**config.mk**
```make
export PLATFORM = sky130hd
export DESIGN_NAME = slp_ctrl
export DESIGN_NICKNAME = d
export VERILOG_FILES = /design/src/include/slp_pkg.sv /design/src/slp_ctrl.sv /design/src/slp_pin_change.sv
export SDC_FILE = /design/constraint.sdc
export NUM_CORES = 1
export LEC_CHECK = 0
export BUFFER_PORTS_ARGS = -buffer_cell sky130_fd_sc_hd__buf_4
export CAP_MARGIN = 10
export CORE_UTILIZATION = 53
export DETAILED_ROUTE_END_ITERATION = 16
export HOLD_SLACK_MARGIN = 0.08
export PLACE_DENSITY = 0.78
export SLEW_MARGIN = 20
export SYNTH_ARGS = -nofsm -noshare
export SYNTH_HDL_FRONTEND = slang
export SYNTH_SLANG_ARGS = --single-unit
```
**constraint.sdc**
```tcl
create_clock -name mclk -period 2.73 [get_ports mclk]
set_clock_uncertainty 0.15 [all_clocks]
set_input_delay 0.819 -clock mclk [delete_from_list [all_inputs] [get_ports mclk]]
set_output_delay 0.819 -clock mclk [all_outputs]
set_load 0.02 [all_outputs]
```
**src/include/slp_pkg.sv**
```systemverilog
package slp_pkg;
  localparam logic [2:0] SLP_MODE_IDLE = 3'h0;
  localparam logic [2:0] SLP_MODE_ADCNR = 3'h1;
  localparam logic [2:0] SLP_MODE_PSAVE = 3'h2;
  localparam logic [2:0] SLP_MODE_PDOWN = 3'h3;
  localparam logic [2:0] SLP_MODE_STBY = 3'h4;
  localparam logic [2:0] SLP_MODE_XSTBY = 3'h5;

  localparam int SLP_PIN_WIDTH = 8;
  localparam int SLP_CNT_WIDTH = 16;
  localparam int SLP_OSC_START_CYCLES = 16;
  localparam int SLP_FAST_START_CYCLES = 1;

  typedef struct packed {
    logic cpu;
    logic sram;
    logic io;
    logic intr;
    logic adc;
    logic async_tmr;
    logic main_osc;
    logic xtal_osc;
  } slp_clk_en_t;

  typedef struct packed {
    logic ext_irq;
    logic async_irq;
    logic adc_irq;
    logic io_irq;
  } slp_wake_src_t;

  typedef enum logic [2:0] {
    SLP_ACTIVE = 3'h1,
    SLP_SLEEP = 3'h2,
    SLP_START = 3'h4
  } slp_state_t;

  localparam slp_clk_en_t SLP_ALL_ON = slp_clk_en_t'(8'hFF);
  localparam slp_clk_en_t SLP_ALL_OFF = slp_clk_en_t'(8'h00);
endpackage : slp_pkg

```
**src/slp_ctrl.sv**
```systemverilog
module slp_ctrl #(
  parameter int PIN_WIDTH = slp_pkg::SLP_PIN_WIDTH,
  parameter int CNT_WIDTH = slp_pkg::SLP_CNT_WIDTH,
  parameter int OSC_START_CYCLES = slp_pkg::SLP_OSC_START_CYCLES,
  parameter int FAST_START_CYCLES = slp_pkg::SLP_FAST_START_CYCLES
) (
  input wire logic mclk,
  input wire logic srst,
  input wire logic sleep_en,
  input wire logic sleep_req,
  input wire logic [2:0] sleep_mode,
  input wire logic [PIN_WIDTH-1:0] pin_in,
  input wire logic [PIN_WIDTH-1:0] pin_mask,
  input wire logic pcint_ack,
  input wire slp_pkg::slp_wake_src_t wake_src,
  output slp_pkg::slp_clk_en_t clk_en,
  output logic cpu_run,
  output logic sleeping,
  output logic pcint_flag,
  output logic [2:0] active_mode
);
  import slp_pkg::*;

  localparam int AST_WAKE_MAX = OSC_START_CYCLES + 2;
  localparam int AST_FAST_MAX = FAST_START_CYCLES + 2;

  function automatic logic mode_valid(input logic [2:0] m);
    mode_valid = (m <= SLP_MODE_XSTBY);
  endfunction : mode_valid

  // clock domains that stay on while asleep in a given mode
  function automatic slp_clk_en_t mode_gates(input logic [2:0] m);
    slp_clk_en_t g;
    g = SLP_ALL_OFF;
    case (m)
      SLP_MODE_IDLE: begin
        g = SLP_ALL_ON;
        g.cpu = 1'b0;
      end
      SLP_MODE_ADCNR: begin
        g.adc = 1'b1;
        g.async_tmr = 1'b1;
        g.intr = 1'b1;
        g.main_osc = 1'b1;
        g.xtal_osc = 1'b1;
      end
      SLP_MODE_PSAVE: begin
        g.async_tmr = 1'b1;
      end
      SLP_MODE_PDOWN: begin
        g = SLP_ALL_OFF;
      end
      SLP_MODE_STBY: begin
        g.xtal_osc = 1'b1;
      end
      SLP_MODE_XSTBY: begin
        g.main_osc = 1'b1;
        g.xtal_osc = 1'b1;
        g.async_tmr = 1'b1;
      end
      default: begin
        g = SLP_ALL_ON;
      end
    endcase
    return g;
  endfunction : mode_gates

  // an oscillator that kept running allows the short start-up
  function automatic logic [CNT_WIDTH-1:0] start_len(input logic [2:0] m);
    slp_clk_en_t g;
    g = mode_gates(m);
    if (g.main_osc || g.xtal_osc) begin
      start_len = CNT_WIDTH'(FAST_START_CYCLES);
    end else begin
      start_len = CNT_WIDTH'(OSC_START_CYCLES);
    end
  endfunction : start_len

  slp_state_t state;
  slp_state_t next_state;
  logic [2:0] mode_q;
  logic [2:0] next_mode;
  logic [CNT_WIDTH-1:0] start_cnt;
  logic pc_event;
  logic enter;
  logic wake;
  slp_clk_en_t sleep_gates;
  slp_clk_en_t next_clk;

  slp_pin_change #(
    .WIDTH(PIN_WIDTH)
  ) u_pin_change (
    .mclk(mclk),
    .srst(srst),
    .pin_in(pin_in),
    .pin_mask(pin_mask),
    .irq_ack(pcint_ack),
    .irq_flag(pcint_flag),
    .change_event(pc_event)
  );

  assign sleep_gates = mode_gates(mode_q);
  assign enter = (state == SLP_ACTIVE) && sleep_en && sleep_req && mode_valid(sleep_mode);

  // pin change and external interrupt always wake the core; other sources only if their clock still runs in this mode
  always_comb begin
    wake = pc_event || wake_src.ext_irq;
    if (sleep_gates.async_tmr && wake_src.async_irq) begin
      wake = 1'b1;
    end
    if (sleep_gates.adc && wake_src.adc_irq) begin
      wake = 1'b1;
    end
    if (sleep_gates.io && wake_src.io_irq) begin
      wake = 1'b1;
    end
  end

  always_comb begin
    next_state = state;
    next_mode = mode_q;
    case (state)
      SLP_ACTIVE: begin
        if (enter) begin
          next_state = SLP_SLEEP;
          next_mode = sleep_mode;
        end
      end
      SLP_SLEEP: begin
        if (wake) begin
          next_state = SLP_START;
        end
      end
      SLP_START: begin
        if (start_cnt <= CNT_WIDTH'(1)) begin
          next_state = SLP_ACTIVE;
        end
      end
      default: begin
        next_state = SLP_ACTIVE;
      end
    endcase
  end

  always_ff @(posedge mclk) begin
    if (srst) begin
      state <= SLP_ACTIVE;
      mode_q <= SLP_MODE_IDLE;
    end else begin
      state <= next_state;
      mode_q <= next_mode;
    end
  end

  always_ff @(posedge mclk) begin
    if (srst) begin
      start_cnt <= '0;
    end else if (state == SLP_SLEEP && wake) begin
      start_cnt <= start_len(mode_q);
    end else if (state == SLP_START && start_cnt != '0) begin
      start_cnt <= start_cnt - CNT_WIDTH'(1);
    end
  end

  // gates follow the state they belong to in the same cycle
  always_comb begin
    next_clk = SLP_ALL_ON;
    case (next_state)
      SLP_ACTIVE: begin
        next_clk = SLP_ALL_ON;
      end
      SLP_SLEEP: begin
        next_clk = mode_gates(next_mode);
      end
      SLP_START: begin
        next_clk = mode_gates(next_mode);
        next_clk.main_osc = 1'b1;
        next_clk.xtal_osc = 1'b1;
      end
      default: begin
        next_clk = SLP_ALL_ON;
      end
    endcase
  end

  always_ff @(posedge mclk) begin
    if (srst) begin
      clk_en <= SLP_ALL_ON;
      cpu_run <= 1'b1;
      sleeping <= 1'b0;
      active_mode <= SLP_MODE_IDLE;
    end else begin
      clk_en <= next_clk;
      cpu_run <= next_clk.cpu;
      sleeping <= (next_state == SLP_SLEEP);
      active_mode <= next_mode;
    end
  end

  AST_IDLE_GATES: assert property (@(posedge mclk) disable iff (srst)
    state == SLP_SLEEP && mode_q == SLP_MODE_IDLE |->
      !clk_en.cpu && clk_en.sram && clk_en.io && clk_en.intr)
    else $error("idle gating wrong");

  AST_PDOWN_GATES: assert property (@(posedge mclk) disable iff (srst)
    state == SLP_SLEEP && mode_q == SLP_MODE_PDOWN |-> clk_en == SLP_ALL_OFF)
    else $error("power-down left a clock running");

  AST_PSAVE_GATES: assert property (@(posedge mclk) disable iff (srst)
    state == SLP_SLEEP && mode_q == SLP_MODE_PSAVE |->
      clk_en.async_tmr && !clk_en.cpu && !clk_en.io && !clk_en.main_osc && !clk_en.adc)
    else $error("power-save gating wrong");

  AST_ADCNR_GATES: assert property (@(posedge mclk) disable iff (srst)
    state == SLP_SLEEP && mode_q == SLP_MODE_ADCNR |->
      clk_en.adc && clk_en.async_tmr && !clk_en.cpu && !clk_en.io)
    else $error("adc noise reduction gating wrong");

  AST_STBY_GATES: assert property (@(posedge mclk) disable iff (srst)
    state == SLP_SLEEP && mode_q == SLP_MODE_STBY |->
      clk_en.xtal_osc && !clk_en.cpu && !clk_en.async_tmr && !clk_en.io)
    else $error("standby gating wrong");

  AST_XSTBY_GATES: assert property (@(posedge mclk) disable iff (srst)
    state == SLP_SLEEP && mode_q == SLP_MODE_XSTBY |->
      clk_en.main_osc && clk_en.async_tmr && !clk_en.cpu)
    else $error("extended standby gating wrong");

  AST_ENTER: assert property (@(posedge mclk) disable iff (srst)
    enter |=> sleeping && !cpu_run && active_mode == $past(sleep_mode))
    else $error("valid sleep request not taken");

  AST_BAD_MODE: assert property (@(posedge mclk) disable iff (srst)
    state == SLP_ACTIVE && !mode_valid(sleep_mode) |=> !sleeping)
    else $error("invalid mode entered sleep");

  AST_WAKE: assert property (@(posedge mclk) disable iff (srst)
    state == SLP_SLEEP && wake |=> clk_en.main_osc ##[1:AST_WAKE_MAX] (cpu_run && clk_en == SLP_ALL_ON))
    else $error("wake did not restore the core in time");

  AST_FAST_WAKE: assert property (@(posedge mclk) disable iff (srst)
    state == SLP_SLEEP && wake && mode_q == SLP_MODE_STBY |-> ##[1:AST_FAST_MAX] cpu_run)
    else $error("standby wake not fast");

  AST_PIN_WAKE: assert property (@(posedge mclk) disable iff (srst)
    state == SLP_SLEEP && pc_event |=> state == SLP_START)
    else $error("pin change did not wake");

  AST_STAY_ASLEEP: assert property (@(posedge mclk) disable iff (srst)
    state == SLP_SLEEP && !wake |=> state == SLP_SLEEP && $stable(clk_en))
    else $error("left sleep without a wake event");
endmodule : slp_ctrl

```
**src/slp_pin_change.sv**
```systemverilog
module slp_pin_change #(
  parameter int WIDTH = slp_pkg::SLP_PIN_WIDTH
) (
  input wire logic mclk,
  input wire logic srst,
  input wire logic [WIDTH-1:0] pin_in,
  input wire logic [WIDTH-1:0] pin_mask,
  input wire logic irq_ack,
  output logic irq_flag,
  output logic change_event
);
  import slp_pkg::*;

  logic [WIDTH-1:0] pin_prev;
  logic primed;

  // first sample after reset only primes the history, so no false edge
  always_ff @(posedge mclk) begin
    if (srst) begin
      pin_prev <= '0;
      primed <= 1'b0;
    end else begin
      pin_prev <= pin_in;
      primed <= 1'b1;
    end
  end

  assign change_event = primed && (|((pin_in ^ pin_prev) & pin_mask));

  // a new change wins over an acknowledge in the same cycle
  always_ff @(posedge mclk) begin
    if (srst) begin
      irq_flag <= 1'b0;
    end else if (change_event) begin
      irq_flag <= 1'b1;
    end else if (irq_ack) begin
      irq_flag <= 1'b0;
    end
  end

  AST_PIN_RAISE: assert property (@(posedge mclk) disable iff (srst)
    primed && ((pin_in ^ pin_prev) & pin_mask) != '0 |=> irq_flag)
    else $error("enabled pin change did not raise the flag");

  AST_PIN_MASKED: assert property (@(posedge mclk) disable iff (srst)
    !irq_flag && (((pin_in ^ pin_prev) & pin_mask) == '0) |=> !irq_flag)
    else $error("flag rose without an enabled pin change");

  AST_SET_WINS: assert property (@(posedge mclk) disable iff (srst)
    change_event && irq_ack |=> irq_flag)
    else $error("pin change lost against acknowledge");
endmodule : slp_pin_change

```
* Word level (Yosys, flattened, before mapping)
Index checks and enable logic that the tools add are counted.
Widths: inputs -> output; s select.
** Cells by class
- Add/sub/neg operators :: 1
- Magnitude comparators :: 2
- Equality and inequality tests :: 15
- Mux-type cells :: 30
- Bitwise gates (word level) :: 2
- Reductions and logical operators :: 27
** Operators by type and width (count)
- $mux 16 :: 2
- $eq 3x2->1 const B :: 6
- $eq 3x3->1 const B :: 6
- $mux 1 :: 17
- $le 16x1->1 const B :: 1
- $pmux 8 s2 :: 1
- $reduce_bool 16->1 :: 1
- $sub 16x1->16 const B :: 1
- $mux 3 :: 5
- $reduce_or 5->1 :: 2
- $eq 3x1->1 const B :: 3
- $logic_and 1x1->1 :: 9
- $pmux 3 s3 :: 1
- $and 8x8->8 :: 1
- $reduce_or 2->1 :: 4
- $reduce_or 4->1 :: 2
- $reduce_or 8->1 :: 1
- $xor 8x8->8 :: 1
- $logic_not 3->1 :: 2
- $pmux 3 s2 :: 1
- $reduce_or 3->1 :: 2
- $mux 5 :: 1
- $reduce_bool 2->1 :: 2
- $le 3x3->1 const B :: 1
- other kinds (3) :: 4
** Storage, ports and cells
- Flip-flop bits (word level) :: 41
- Input port bits :: 28
- Output and inout bits :: 14
- Logic and storage cells :: 92

* Logic depth before layout (Yosys ltp)
- Depth after elaboration :: 14
- Gate-level depth with buffers :: 7
- Gate-level depth less buffers :: 7

* Modules after synthesis
A second synthesis with hierarchy kept.
** Second synthesis, totals
- Cells, all modules :: 206
- Area, all modules :: 1923.1 um^2
** By module, submodules not included
- slp_ctrl :: times used 1, cells an instance 171, area each 1539.0 um^2, sequential area each 580.6 um^2
- slp_pin_change :: times used 1, cells an instance 35, area each 384.1 um^2, sequential area each 200.2 um^2

* Least setup slack after synthesis
Ideal clock, no wire load.
- Kind :: input to register
- From :: in sleep_mode[1]
- To :: reg clk_en[1] in the netlist's numbering
- Setup time :: 120 ps
- Arrival time :: 1931 ps
- Required time :: 2460 ps
- Slack :: 529 ps
- Stages :: 5
- Path buffers :: 0
- Path through :: and2_1 > nor3_2 > mux2i_1 > a21oi_1 > or2_1
** On the way
- Word-level cells in the longest chain between the ends :: 8
- Elaborated cells between the ends (all ways) :: 14
- Classes of those cells :: order compare (1); eq/ne (5); mux (6); reduce/logical (2)
** Ends and longest elaborated chain
- start: declaration :: line slp_ctrl.sv:11 : input wire logic [2:0] sleep_mode,
- $le 3x3->1 :: line slp_ctrl.sv:28 : mode_valid = (m <= SLP_MODE_XSTBY);
- $logic_and 1x1->1 :: line slp_ctrl.sv:103 : assign enter = (state == SLP_ACTIVE) && sleep_en && sleep_req && mode_valid(sleep_mode);
- $mux 3 :: line slp_ctrl.sv:124 : if (enter) begin
- $mux 3 :: line slp_ctrl.sv:122 : case (state)
- $eq 3x3->1 / $eq 3x2->1 (equally long branches) :: line slp_ctrl.sv:35 : case (m)
- $reduce_or 3->1 (no source line)
- $mux 1 :: line slp_ctrl.sv:35
- $pmux 8 s2 * :: line slp_ctrl.sv:168 : case (next_state)
- end signal: assignment :: line slp_ctrl.sv:193 : clk_en <= next_clk;
- end: declaration :: line slp_ctrl.sv:16 : output slp_pkg::slp_clk_en_t clk_en,
Every way passes the cells marked *; elsewhere a longest branch is shown, timed or not.
A chain may end at the register's enable or synchronous reset.

* Final worst setup path
Ends and elaborated chain as after synthesis.

==> metrics.md <==
| Metric | Value |
|---|---|
| Core area | `0.00339 mm^2` |
| Via Count | `1,607` |
| Dpl cell area | `0.00225 mm^2` |
| Crit Path Max Fanout | `5` |
| # hold bufs at CTS | `0` |
| Yosys warnings | `0` |
| Largest area contributor in the netlist | `dfxtp_1` |
| Final setup vio count | `0` |
| Share of layout cells above drive strength 1 | `0.251` |
| Setup Slack @ Placement | `0.305 ns` |
| Initial Utilization | `0.565` |
| Top_reg_cell synth | `dfxtp_1` |
| Setup Crit Path Kind | `input pin to flip-flop` |
| First-pass GRT wire length | `~6300 um` |
| Post-Syn Nets | `approximately 240` |
| H-tree levels | `2` |
| Yosys cell types | `51` |
| Clk sinks | `39` |
| Sequential fraction of the synthesis area | `0.408` |
| Tcrit/Tclk final | `0.757` |
| Wl on met1 | `between 1500 and 2000 um` |
| Worst slew margin | `0.701` |
| Synth Area in Adders | `0.0131` |
| Number of routed nets with antenna violations | `0` |
| Compound-Gate Fraction of Synth Area | `0.159` |
| Ant. Diodes | `0` |
| Slack of the worst reg-to-reg path | `around 0.76 ns` |
| Worst hold slack | `0.350 ns` |
| Clk root buf | `clkbuf_4` |
| Final core occ | `0.678` |
| Hold Crit Class | `flip-flop to flip-flop` |
| WL met2 | `roughly 1700 um` |
| Synth top area cells | `dfxtp_1 (41%), xor2_1 (9.6%), nor2_1 (3.9%)` |
| Maximum clock rate | `between 0.4 and 0.5 GHz` |
| Layout Nets | `280` |
| RePlAce Congestion | `a little over 0.8` |
| Crit path capture type | `flip-flop` |
| DRT Wirelength | `between 3000 and 4000 um` |
| Num CTS Buffers | `5` |
| Area Growth Syn to Fin | `20.1%` |
| Slew @ Worst Pin | `roughly 0.45 ns` |
| DRC viols | `0` |
| Pwr Density | `approximately 430 mW/mm^2` |
| Iteration-0 DRC Markers | `79` |
| Syn Inst Count | `208` |
| Post-Synth XOR/XNOR Area | `0.101` |
| Async S/R FF share, synth | `0` |
| Pins Over Slew Limit | `0` |
| Vias/cell | `about 5.4` |
| Avg Cell Area, Syn | `approximately 9 um^2` |
| Largest family of logic cells by synthesized area | `simple AND/OR/NAND/NOR gates` |
| Postcts setup bufs | `0` |
| Min Tclk post-route | `approximately 2.1 ns` |
| Initial antenna violation count | `0` |
| Startpoint types | `input pin` |
| Req. time, crit path | `2.83 ns` |
| Mux share of post-synthesis cell area | `0.0105` |
| Most common cell in the synthesized netlist | `dfxtp_1` |
| CTS tree | `yes` |
| Final instance area | `between 0.002 and 0.0025 mm^2` |
| IO Pins | `42` |
| Seq cells post-synth | `39` |
| Setup TNS | `0 ns` |
| DR pass1 iterations | `4` |
| Total grt overflow | `0` |
| Worst vdd ir | `around 250 uV` |
| Final Hold Vio Count | `0` |
| Mapped cell area | `0.00191 mm^2` |
| Pleak | `around 0.94 nW` |
| Top-area cell type share of the netlist area | `0.408` |
| Simple-Gate Fraction of Synth Area | `0.271` |
| Synth top cells by count | `dfxtp_1 (39), xor2_1 (21), nor2_1 (20)` |
| RSZ-0062 raised after global routing | `false` |
| GRT Total Usage | `0.207` |
| Met3 WL | `164 um` |
| Worst Path Arrival | `2.17 ns` |
| Clock slew at reported path FFs | `0.11 ns` |
| # port buffers | `about 40` |
| Die W | `a little over 60 um` |
| Clk buf depth | `2` |
| Site Rows | `21` |
| Post-synth EDFFs | `0` |
| Total die area | `between 0.003 and 0.004 mm^2` |
| Die Y-Extent | `roughly 62 um` |
| Max Cap Viol | `0` |
| Routed len/inst | `about 13 um` |
| Vias in the first global route | `1,467` |
| Uppermost layer routed | `met4` |
| Dpl hpwl | `approximately 2800 um` |
| Cts repair resizes | `0` |
| Final setup margin | `0.662 ns` |
| Worst skew pair latency | `about 0.35 ns` |
| Pin count of the biggest net entering global routing | `19` |
| Status | `completed` |
==> cells in the final DEF, fill, tap and decap left out, types with 3 or more instances in the layout <==
cell      count
o211ai_1      3
xor2_1       21
nand3_1       3
clkbuf_4      5
dfxtp_1      39
nand2_1      10
buf_4        42
o21ai_0       6
a211oi_1      4
nand2b_1      6
a21oi_1       6
nor4_1        5
nor3_1        8
nor2_1       20
a22oi_1       4
o21ai_1       3
nor2b_1      11
nand4_1       4
inv_1         9
==> state kept, by name, summed over array words and instances, names as in the netlist <==
name                   count
sleeping                   1
u_pin_change.primed        1
clk_en                     5
start_cnt                 16
state                      3
u_pin_change.pin_prev      8
cpu_run                    1
u_pin_change.irq_flag      1
active_mode                3
==> worst paths after layout <==
path         cells after the start                   from                     to
max                              6          sleep_mode[1]              clk_en[1]
min                              2  u_pin_change.irq_flag  u_pin_change.irq_flag
max reg2reg                      5               state[0]              clk_en[1]
min reg2reg                      2  u_pin_change.irq_flag  u_pin_change.irq_flag
==> layer usage <==
| layer | track usage | up-vias |
|---|---|---|
| li1 | - | 816 |
| met1 | 0.280 | 740 |
| met2 | 0.308 | 44 |
| met3 | 0.0478 | 7 |
| met4 | 0.105 | 0 |
| met5 | 0 | - |
==> metrics by stage <==
step / instances / power [W]
finish: 297 / 0.000997
global route: 297 / 0.00104
CTS: 297 / 0.00101
detailed placement: 289 / 0.000723
global placement: 289 / 0.000721
floorplan: 208 / 0.000669
==> worst max-delay path, cell delays in order <==
cell and delay (ns):
buf_4 0.12, and2_1 0.19, nor3_2 0.34, mux2i_1 0.36, a21oi_1 0.11, or2_1 0.23
==> logic make-up (layout without fill, tap and decap cells) <==
| logic type | Yosys count | count (layout) |
|---|---|---|
| and+or+nand+nor | 88 | 88 |
| AOI/OAI and AO/OA | 39 | 39 |
| DFF | 39 | 39 |
| xor gates and xnor gates | 22 | 22 |
| buffers and inverters | 16 | 59 |
| adders and majority gates | 2 | 2 |
| muxes | 2 | 2 |
==> power by group <==
part / switching (W) / total [W] / internal (W)
registers: 0.00000925 / 0.000592 / 0.000582
logic: 0.0000571 / 0.000118 / 0.0000606
clock network: 0.000187 / 0.000287 / 0.000100
==> layout make-up <==
cell class,count,area (um^2)
clock buffer,7,45.0
clock inverter,1,5.00
fill,293,1090
inverter,9,33.8
multi-input combinational,153,1060
sequential,39,781
tap,46,57.6
timing repair buffer,42,315
(Power assumes the default switching activity.)
